[src/uaw_pkg.sv]
// constants, types and register map of the user alarm and warning unit
//------------------------------------------------------------------------
//------------------------------------------------------------------------
package uaw_pkg;
    localparam int NUM_ALARMS = 8;
    localparam int NUM_WARNS = 4;
    localparam int GRP_W = 8;
    localparam int SRC_W = 6;
    localparam int DLY_W = 11;
    localparam int CNT_W = 12;
    localparam logic [DLY_W-1:0] DELAY_MAX_S = 11'h4B0;
    // one second time base
    localparam int SEC_PERIOD_NS = 1000000000;
    localparam int CLK_PERIOD_NS = 10;
    localparam int SEC_CYCLES = SEC_PERIOD_NS / CLK_PERIOD_NS;
    typedef enum logic [1:0]
    {
        MODE_ALWAYS,
        MODE_RUN_CMD,
        MODE_CLOSED_LOOP,
        MODE_OFF
    } uaw_mode_t;
    // register map
    localparam logic [11:0] OFS_CTRL = 12'h000;
    localparam logic [11:0] OFS_STATUS = 12'h004;
    localparam logic [11:0] OFS_ALM_CFG = 12'h040;
    localparam logic [11:0] OFS_WRN_CFG = 12'h060;
    localparam logic [11:0] OFS_ALM_TXT = 12'h100;
    localparam logic [11:0] OFS_WRN_TXT = 12'h200;
    localparam int CTRL_FAULT_RST_BIT = 0;
    localparam int CFG_MODE_LSB = 0;
    localparam int CFG_SRC_LSB = 8;
    localparam int CFG_DLY_LSB = 16;
    localparam int ST_WARN_LSB = 8;
    localparam int ST_STOP_BIT = 12;
    localparam int ALM_TXT_WORDS = 3;
    localparam int WRN_TXT_WORDS = 2;
    localparam logic [1:0] PFX_WORD = 2'h3;
    localparam logic [15:0] PFX_LETTERS = 16'h5541;
    localparam logic [7:0] PFX_DIGIT_ONE = 8'h31;
    localparam logic [7:0] PFX_COLON = 8'h3A;
    // reset values
    localparam uaw_mode_t MODE_RST = MODE_OFF;
    localparam logic [SRC_W-1:0] SRC_RST = 6'h00;
    localparam logic [DLY_W-1:0] DLY_RST = 11'h000;
    localparam logic [31:0] TXT_RST = 32'h20202020;
endpackage

[src/uaw_qual_if.sv]
// carrier between the unit and one alarm delay qualifier
`timescale 1ns/1ps
interface uaw_qual_if;
    logic enable;
    logic cond;
    logic tick;
    logic [uaw_pkg::DLY_W-1:0] delay;
    logic qualified;
    modport ctrl (output enable, cond, tick, delay, input qualified);
    modport chan (input enable, cond, tick, delay, output qualified);
endinterface

[src/uaw_alarm_qual.sv]
// delay-on qualifier of one alarm channel
`timescale 1ns/1ps
module uaw_alarm_qual
(
    // clock and reset
    input wire logic pclk,
    input wire logic presetn,
    // channel link
    uaw_qual_if.chan q
);
    logic [uaw_pkg::CNT_W-1:0] cnt_ff;
    logic held;

    assign held = q.enable & q.cond;

    // the first second is partial, so count one tick past the delay to
    // guarantee at least the set time
    always_ff @(posedge pclk or negedge presetn)
    begin
        if (!presetn)
            cnt_ff <= '0;
        else if (!held)
            cnt_ff <= '0;
        else if (q.tick && cnt_ff != '1)
            cnt_ff <= cnt_ff + 1'b1;
    end

    assign q.qualified = held && (q.delay == '0 ||
        cnt_ff > {1'b0, q.delay});
endmodule

[src/uaw_top.sv]
// user alarm and warning unit with apb register access
`timescale 1ns/1ps
module uaw_top
#(
    parameter int SEC_CYCLES = uaw_pkg::SEC_CYCLES
)
(
    // clock and reset
    input wire logic pclk,
    input wire logic presetn,
    // apb slave
    input wire logic psel,
    input wire logic penable,
    input wire logic pwrite,
    input wire logic [11:0] paddr,
    input wire logic [31:0] pwdata,
    output logic [31:0] prdata,
    output logic pready,
    output logic pslverr,
    // drive condition inputs
    input wire logic [7:0] dig_in,
    input wire logic [7:0] ana_cmp,
    input wire logic [7:0] ctl_status,
    input wire logic run_cmd,
    input wire logic drive_running,
    input wire logic closed_loop_active_mode,
    input wire logic fault_reset,
    // fault outputs
    output logic [7:0] user_alarm_trip_flag,
    output logic drive_stop,
    output logic [3:0] warn_active
);
    localparam int NA = uaw_pkg::NUM_ALARMS;
    localparam int NW = uaw_pkg::NUM_WARNS;
    localparam int SEC_W = $clog2(SEC_CYCLES);

    //--------------------------------------------------------------------
    // configuration storage
    //--------------------------------------------------------------------
    uaw_pkg::uaw_mode_t alm_mode_ff [NA];
    logic [uaw_pkg::SRC_W-1:0] alm_src_ff [NA];
    logic [uaw_pkg::DLY_W-1:0] alm_dly_ff [NA];
    uaw_pkg::uaw_mode_t wrn_mode_ff [NW];
    logic [uaw_pkg::SRC_W-1:0] wrn_src_ff [NW];
    logic [31:0] alm_txt_ff [NA*uaw_pkg::ALM_TXT_WORDS];
    logic [31:0] wrn_txt_ff [NW*uaw_pkg::WRN_TXT_WORDS];

    logic [7:0] dig_prev_ff;
    logic [63:0] src_vec;
    logic [SEC_W-1:0] sec_cnt_ff;
    logic tick_ff;
    logic [NA-1:0] trip_ff;
    logic [NA-1:0] nxt_trip;
    logic [NA-1:0] qual;
    logic stop_ff;
    logic [NW-1:0] warn_ff;
    logic pready_ff;
    logic pslverr_ff;
    logic [31:0] prdata_ff;
    logic [31:0] rd_data;
    logic addr_ok;
    logic access;
    logic wr_commit;
    logic trip_clr;

    function automatic logic mode_en(uaw_pkg::uaw_mode_t m, logic run,
        logic running, logic closed);
        logic en;
        en = 1'b0;
        unique case (m)
            uaw_pkg::MODE_ALWAYS: en = 1'b1;
            uaw_pkg::MODE_RUN_CMD: en = run;
            uaw_pkg::MODE_CLOSED_LOOP: en = running & closed;
            uaw_pkg::MODE_OFF: en = 1'b0;
        endcase
        return en;
    endfunction

    //--------------------------------------------------------------------
    // source selection and time base
    //--------------------------------------------------------------------
    always_ff @(posedge pclk or negedge presetn)
    begin
        if (!presetn)
            dig_prev_ff <= 8'h00;
        else
            dig_prev_ff <= dig_in;
    end

    // edge sources last one cycle, so they only qualify with zero delay
    assign src_vec = {8'h00, ~ctl_status, ctl_status, ~ana_cmp, ana_cmp,
        dig_prev_ff & ~dig_in, dig_in & ~dig_prev_ff, dig_in};

    always_ff @(posedge pclk or negedge presetn)
    begin
        if (!presetn)
        begin
            sec_cnt_ff <= '0;
            tick_ff <= 1'b0;
        end
        else if (sec_cnt_ff == SEC_W'(SEC_CYCLES - 1))
        begin
            sec_cnt_ff <= '0;
            tick_ff <= 1'b1;
        end
        else
        begin
            sec_cnt_ff <= sec_cnt_ff + 1'b1;
            tick_ff <= 1'b0;
        end
    end

    //--------------------------------------------------------------------
    // alarm channels
    //--------------------------------------------------------------------
    assign access = psel & penable;
    assign wr_commit = access & pready_ff & pwrite;
    assign trip_clr = fault_reset | (wr_commit && paddr == uaw_pkg::OFS_CTRL
        && pwdata[uaw_pkg::CTRL_FAULT_RST_BIT]);

    for (genvar i = 0; i < NA; i++)
    begin : g_alm
        uaw_qual_if qif ();
        assign qif.enable = mode_en(alm_mode_ff[i], run_cmd, drive_running,
            closed_loop_active_mode);
        assign qif.cond = src_vec[alm_src_ff[i]];
        assign qif.tick = tick_ff;
        assign qif.delay = alm_dly_ff[i];
        assign qual[i] = qif.qualified;
        uaw_alarm_qual u_qual
        (
            .pclk(pclk),
            .presetn(presetn),
            .q(qif)
        );
        // a trip arriving with a reset survives it
        assign nxt_trip[i] = qual[i] | (trip_ff[i] & ~trip_clr);
    end

    always_ff @(posedge pclk or negedge presetn)
    begin
        if (!presetn)
        begin
            trip_ff <= '0;
            stop_ff <= 1'b0;
        end
        else
        begin
            trip_ff <= nxt_trip;
            stop_ff <= |nxt_trip;
        end
    end

    //--------------------------------------------------------------------
    // warning channels
    //--------------------------------------------------------------------
    for (genvar j = 0; j < NW; j++)
    begin : g_wrn
        always_ff @(posedge pclk or negedge presetn)
        begin
            if (!presetn)
                warn_ff[j] <= 1'b0;
            else
                warn_ff[j] <= mode_en(wrn_mode_ff[j], run_cmd, drive_running,
                    closed_loop_active_mode) & src_vec[wrn_src_ff[j]];
        end
    end

    //--------------------------------------------------------------------
    // register writes
    //--------------------------------------------------------------------
    always_ff @(posedge pclk or negedge presetn)
    begin
        if (!presetn)
        begin
            for (int i = 0; i < NA; i++)
            begin
                alm_mode_ff[i] <= uaw_pkg::MODE_RST;
                alm_src_ff[i] <= uaw_pkg::SRC_RST;
                alm_dly_ff[i] <= uaw_pkg::DLY_RST;
            end
            for (int j = 0; j < NW; j++)
            begin
                wrn_mode_ff[j] <= uaw_pkg::MODE_RST;
                wrn_src_ff[j] <= uaw_pkg::SRC_RST;
            end
        end
        else if (wr_commit && paddr[11:5] == uaw_pkg::OFS_ALM_CFG[11:5])
        begin
            alm_mode_ff[paddr[4:2]] <= uaw_pkg::uaw_mode_t'(pwdata[1:0]);
            alm_src_ff[paddr[4:2]] <= pwdata[13:8];
            // delays past the maximum are clamped
            alm_dly_ff[paddr[4:2]] <= (pwdata[26:16] > uaw_pkg::DELAY_MAX_S)
                ? uaw_pkg::DELAY_MAX_S : pwdata[26:16];
        end
        else if (wr_commit && paddr[11:4] == uaw_pkg::OFS_WRN_CFG[11:4])
        begin
            wrn_mode_ff[paddr[3:2]] <= uaw_pkg::uaw_mode_t'(pwdata[1:0]);
            wrn_src_ff[paddr[3:2]] <= pwdata[13:8];
        end
    end

    always_ff @(posedge pclk or negedge presetn)
    begin
        if (!presetn)
        begin
            for (int k = 0; k < NA*uaw_pkg::ALM_TXT_WORDS; k++)
                alm_txt_ff[k] <= uaw_pkg::TXT_RST;
            for (int k = 0; k < NW*uaw_pkg::WRN_TXT_WORDS; k++)
                wrn_txt_ff[k] <= uaw_pkg::TXT_RST;
        end
        else if (wr_commit && paddr[11:7] == uaw_pkg::OFS_ALM_TXT[11:7]
            && paddr[3:2] != uaw_pkg::PFX_WORD)
            alm_txt_ff[paddr[6:4]*3 + paddr[3:2]] <= pwdata;
        else if (wr_commit && paddr[11:5] == uaw_pkg::OFS_WRN_TXT[11:5])
            wrn_txt_ff[{paddr[4:3], paddr[2]}] <= pwdata;
    end

    //--------------------------------------------------------------------
    // read decode and apb answer
    //--------------------------------------------------------------------
    always_comb
    begin
        rd_data = 32'h00000000;
        addr_ok = 1'b1;
        if (paddr == uaw_pkg::OFS_CTRL)
            rd_data = 32'h00000000;
        else if (paddr == uaw_pkg::OFS_STATUS)
        begin
            rd_data[NA-1:0] = trip_ff;
            rd_data[uaw_pkg::ST_WARN_LSB +: NW] = warn_ff;
            rd_data[uaw_pkg::ST_STOP_BIT] = stop_ff;
        end
        else if (paddr[11:5] == uaw_pkg::OFS_ALM_CFG[11:5])
        begin
            rd_data[uaw_pkg::CFG_MODE_LSB +: 2] = alm_mode_ff[paddr[4:2]];
            rd_data[uaw_pkg::CFG_SRC_LSB +: uaw_pkg::SRC_W] =
                alm_src_ff[paddr[4:2]];
            rd_data[uaw_pkg::CFG_DLY_LSB +: uaw_pkg::DLY_W] =
                alm_dly_ff[paddr[4:2]];
        end
        else if (paddr[11:4] == uaw_pkg::OFS_WRN_CFG[11:4])
        begin
            rd_data[uaw_pkg::CFG_MODE_LSB +: 2] = wrn_mode_ff[paddr[3:2]];
            rd_data[uaw_pkg::CFG_SRC_LSB +: uaw_pkg::SRC_W] =
                wrn_src_ff[paddr[3:2]];
        end
        else if (paddr[11:7] == uaw_pkg::OFS_ALM_TXT[11:7])
        begin
            if (paddr[3:2] == uaw_pkg::PFX_WORD)
                rd_data = {uaw_pkg::PFX_LETTERS,
                    uaw_pkg::PFX_DIGIT_ONE + {5'h00, paddr[6:4]},
                    uaw_pkg::PFX_COLON};
            else
                rd_data = alm_txt_ff[paddr[6:4]*3 + paddr[3:2]];
        end
        else if (paddr[11:5] == uaw_pkg::OFS_WRN_TXT[11:5])
            rd_data = wrn_txt_ff[{paddr[4:3], paddr[2]}];
        else
            addr_ok = 1'b0;
    end

    // one wait state: pready rises in the second access cycle
    always_ff @(posedge pclk or negedge presetn)
    begin
        if (!presetn)
        begin
            pready_ff <= 1'b0;
            pslverr_ff <= 1'b0;
            prdata_ff <= 32'h00000000;
        end
        else if (access && !pready_ff)
        begin
            pready_ff <= 1'b1;
            pslverr_ff <= ~addr_ok;
            prdata_ff <= pwrite ? 32'h00000000 : rd_data;
        end
        else
        begin
            pready_ff <= 1'b0;
            pslverr_ff <= 1'b0;
        end
    end

    assign prdata = prdata_ff;
    assign pready = pready_ff;
    assign pslverr = pslverr_ff;
    assign user_alarm_trip_flag = trip_ff;
    assign drive_stop = stop_ff;
    assign warn_active = warn_ff;
endmodule

[config.mk]
export PLATFORM = sky130hd
export DESIGN_NAME = uaw_top
export DESIGN_NICKNAME = d
export VERILOG_FILES = /design/src/uaw_pkg.sv /design/src/uaw_qual_if.sv /design/src/uaw_alarm_qual.sv /design/src/uaw_top.sv
export SDC_FILE = /design/constraint.sdc
export NUM_CORES = 2
export LEC_CHECK = 0
export ABC_AREA = 1
export BUFFER_PORTS_ARGS = -buffer_cell sky130_fd_sc_hd__buf_2
export CORE_ASPECT_RATIO = 1.25
export CORE_MARGIN = 1.5
export CORE_UTILIZATION = 45
export CTS_CLUSTER_DIAMETER = 80
export CTS_CLUSTER_SIZE = 14
export DETAILED_ROUTE_END_ITERATION = 10
export GPL_ROUTABILITY_DRIVEN = 1
export GPL_TIMING_DRIVEN = 1
export PLACE_DENSITY = 0.69
export SYNTH_ARGS = -nofsm -noshare
export SYNTH_HDL_FRONTEND = slang
export SYNTH_SLANG_ARGS = --single-unit
[constraint.sdc]
create_clock -name pclk -period 2.55 [get_ports pclk]
set_input_delay 0.255 -clock pclk [delete_from_list [all_inputs] [get_ports pclk]]
set_output_delay 0.255 -clock pclk [all_outputs]
set_load 0.1 [all_outputs]
==> key figures <==
Routing
  – Remaining DRCs: 0
  – Post-route ant nets: 0
  – Via density: a little under 6
  – Detailed Route WL: roughly 250 mm
  – Wire length per cell: 22.6 um
  – DRT Pass-1 Iters: 6
  – Drt first-iter violations: between 6,000 and 7,000
  – Vias: around 64,000

Yosys
  – Post-synth EDFFs: 0
  – Cells after Synth: 8,526
  – Cell Area, Synth: 68,900 um^2
  – Synth Flop Type: dfrtp_1
  – Yosys reg bits: ~1,400
  – Fraction of registers with async set/reset: 1.00
  – Top post-synthesis cells by area: dfrtp_1 45%, nand2_1 12%, o21ai_0 7.1%
  – Mapped Nets: between 8,000 and 9,000
  – Sequential area share after synthesis: 0.506
  – Most frequent cell after synthesis: nand2_1
  – Cell taking the most area after synthesis: dfrtp_1
  – Syn. warnings: 0
  – Post-synth top cells: 2,291 x nand2_1, 1,235 x dfrtp_1, 983 x o21ai_0
  – Synth top area share: 0.448
  – Avg Cell Area, Syn: 8.09 um^2
  – Post-synthesis cell type count: between 60 and 70

Layout
  – Final core occ: 0.531
  – Design area: slightly above 80,000 um^2
  – Area grow syn2layout: 17.2%
  – Layout cells sized above 1: 0.139
  – Nets: approximately 9,000
  – Fillcell total: around 14,000

Floorplanning
  – Core Region: 152,000 um^2
  – Initial Util: 0.453
  – Row cnt: 160
  – I/O Pins: approximately 120
  – Die area: approximately 160,000 um^2
  – Die Width: about 350 um
  – Die H: between 400 and 500 um

Clock network
  – Clk_lat worst skew: 0.79 ns
  – CTS Root Cell: clkbuf_16
  – Num Clock Sinks: around 1,400
  – Clk slew on worst S/H paths: about 0.070 ns
  – CTS tree: yes
  – CTS HTree Levels: 3
  – Clk buf depth: 3
  – Cts bufs inserted: 110

Timing
  – Fin. Hold Viols: 0
  – Final max-slew violation count: 0
  – Final Skew: about 0.063 ns
  – Final setup viols: 0
  – Tmin final: 2.52 ns
  – Unrepaired setup endpoints after global routing: yes
  – Slew of the pin with the lowest slew margin: between 0.9 and 1 ns
  – Maximum clock rate: just under 400 MHz
  – Max-slew headroom: 0.360
  – Final worst path period share: 0.987

Hold path
  – Hold crit path type: input pin to flop

Global routing
  – First-pass GRT wire length: around 380 mm
  – Grt total ovfl: 0
  – Initial antenna violation count: 4
  – Largest net degree at the start of global routing: 100
  – Vias in the first global route: 62,363
  – Total GRT Usage: 0.311

Power and ir drop
  – Power Density: approximately 570 nW/um^2
  – Worst vdd ir: ~0.00057 V
  – Post-route total power: 46.2 mW
  – P_leak: ~37 nW

Placed design
  – Post-detail-place hpwl: around 170 mm
  – GPL Wtd Cong: roughly 1
  – Area post-placement: 76,600 um^2
  – PortBufs: about 120

Setup path
  – Worst Path Arrival: 3.13 ns
  – Critical path peak fanout: 7
  – Worst setup SP type: input pin
  – Critical path data required time: around 3.2 ns
  – Crit path capture type: flop
  – Kind of critical path: input pin to flop

Outcome
  – Status: finished, final reports clean

Run
  – Max-cap violations: 0
## critical path, cell delays in order
cell and delay [ns]:
buf_8 0.10, fa_2 0.50, ha_4 0.19, fa_4 0.83
buf_12 0.18, buf_12 0.15, nand3_4 0.11, buf_12 0.17
clkinv_8 0.06, buf_12 0.13, nand2_8 0.11, clkbuf_16 0.21
nand2_1 0.05, o21ai_0 0.07
## registers in the layout, summed over array words and instances, names as in the netlist
name	cells
alm_txt_ff	768
wrn_txt_ff	256
g_alm.u_qual.cnt_ff	96
g_alm.qif.delay	88
alm_src_ff	48
prdata	32
sec_cnt_ff	27
wrn_src_ff	24
alm_mode_ff	16
dig_prev_ff	8
user_alarm_trip_flag	8
wrn_mode_ff	8
warn_active	4
drive_stop	1
g_alm.qif.tick	1
pready	1
pslverr	1
## kinds of logic (layout without fill, tap and decap cells)
group                    count (synthesis)  count (layout)  synth area share
flip-flops                            1387            1387             0.506
AND/OR/NAND/NOR                       3652            3652             0.224
AO/OA/AOI/OAI                         2216            2216             0.180
buffers and inverters                 1107            1497            0.0631
other                                    0               2                 0
XOR/XNOR                                54              54           0.00686
adder cells (fa/ha/maj)                110             110            0.0202
## placed cells by master (no fill, tap or decap), types with 180 or more instances in the layout
master,instances
nand2_1,2268
a21oi_1,180
buf_4,473
o21ai_0,964
o22ai_1,214
nor2_1,418
inv_1,466
o21ai_1,478
dfrtp_1,1233
nand3_1,592
## stage by stage
stage / setup TNS (ns) / setup slack [ns] / hold WS (ns) / instances
floorplan: -1.52 / -0.0514 / -0.0406 / 8526
global placement: -483.38 / -0.902 / 0.253 / 10697
detailed placement: -493.88 / -0.926 / 0.264 / 10697
CTS: 0 / 0.0116 / 0.00503 / 10922
global route: -0.429 / -0.0477 / 0.0460 / 10941
finish: 0 / 0.0327 / 0.0356 / 10943
## metal layers
layer	GRT usage	share of wire	up-vias
met4	0.169	0.059	4
met5	0	0.00011	-
met2	0.509	0.47	3122
met3	0.0480	0.083	682
li1	-	-	29398
met1	0.397	0.39	31288
## worst paths after layout
| kind | endpoint | cells past startpoint | slack, ns | start |
|---|---|---|---|---|
| hold reg to reg | sec_cnt_ff[0] | 1 | 0.47 | sec_cnt_ff[0] |
| hold / removal | alm_txt_ff[454] | 4 | 0.04 | pwdata[6] |
| max in group asynchronous | g_alm[3].u_qual.cnt_ff[5] | 3 | 1.46 | presetn |
| setup reg to reg | g_alm[0].u_qual.cnt_ff[9] | 14 | 0.10 | dig_prev_ff[4] |
| min in group asynchronous | user_alarm_trip_flag[4] | 2 | 0.05 | presetn |
| setup / recovery | alm_txt_ff[70] | 14 | 0.03 | paddr[5] |
## area by class of cell
cell class	instances	area, um^2	area share
diodes	2	5.00	0.0000620
clock buffers	190	3060	0.0379
clock inverters	12	218	0.00270
inverters	498	1920	0.0238
multi-input cells	6032	30100	0.373
flip-flops and latches	1387	34900	0.432
well taps	2025	2530	0.0314
repair buffers	797	8010	0.0992
## what timing repair did
action | CTS | global route
hold buffers | 23 | 0
endpoints found under the hold margin | 806 | 0
cloned | 0 | 9
setup buffers | 0 | 10
endpoints found under the setup margin | 25 | 189
pin swaps | 0 | 23
resized for setup | 7 | 85
## report_power, final
group | total, mW | internal, mW | switching [mW]
logic | 7.39 | 2.58 | 4.81
registers | 22.1 | 22.1 | 0.0633
clock network | 16.7 | 8.31 | 8.38
total | 46.2 | 33.0 | 13.3
Note: power is estimated with default switching activity, not from simulation.
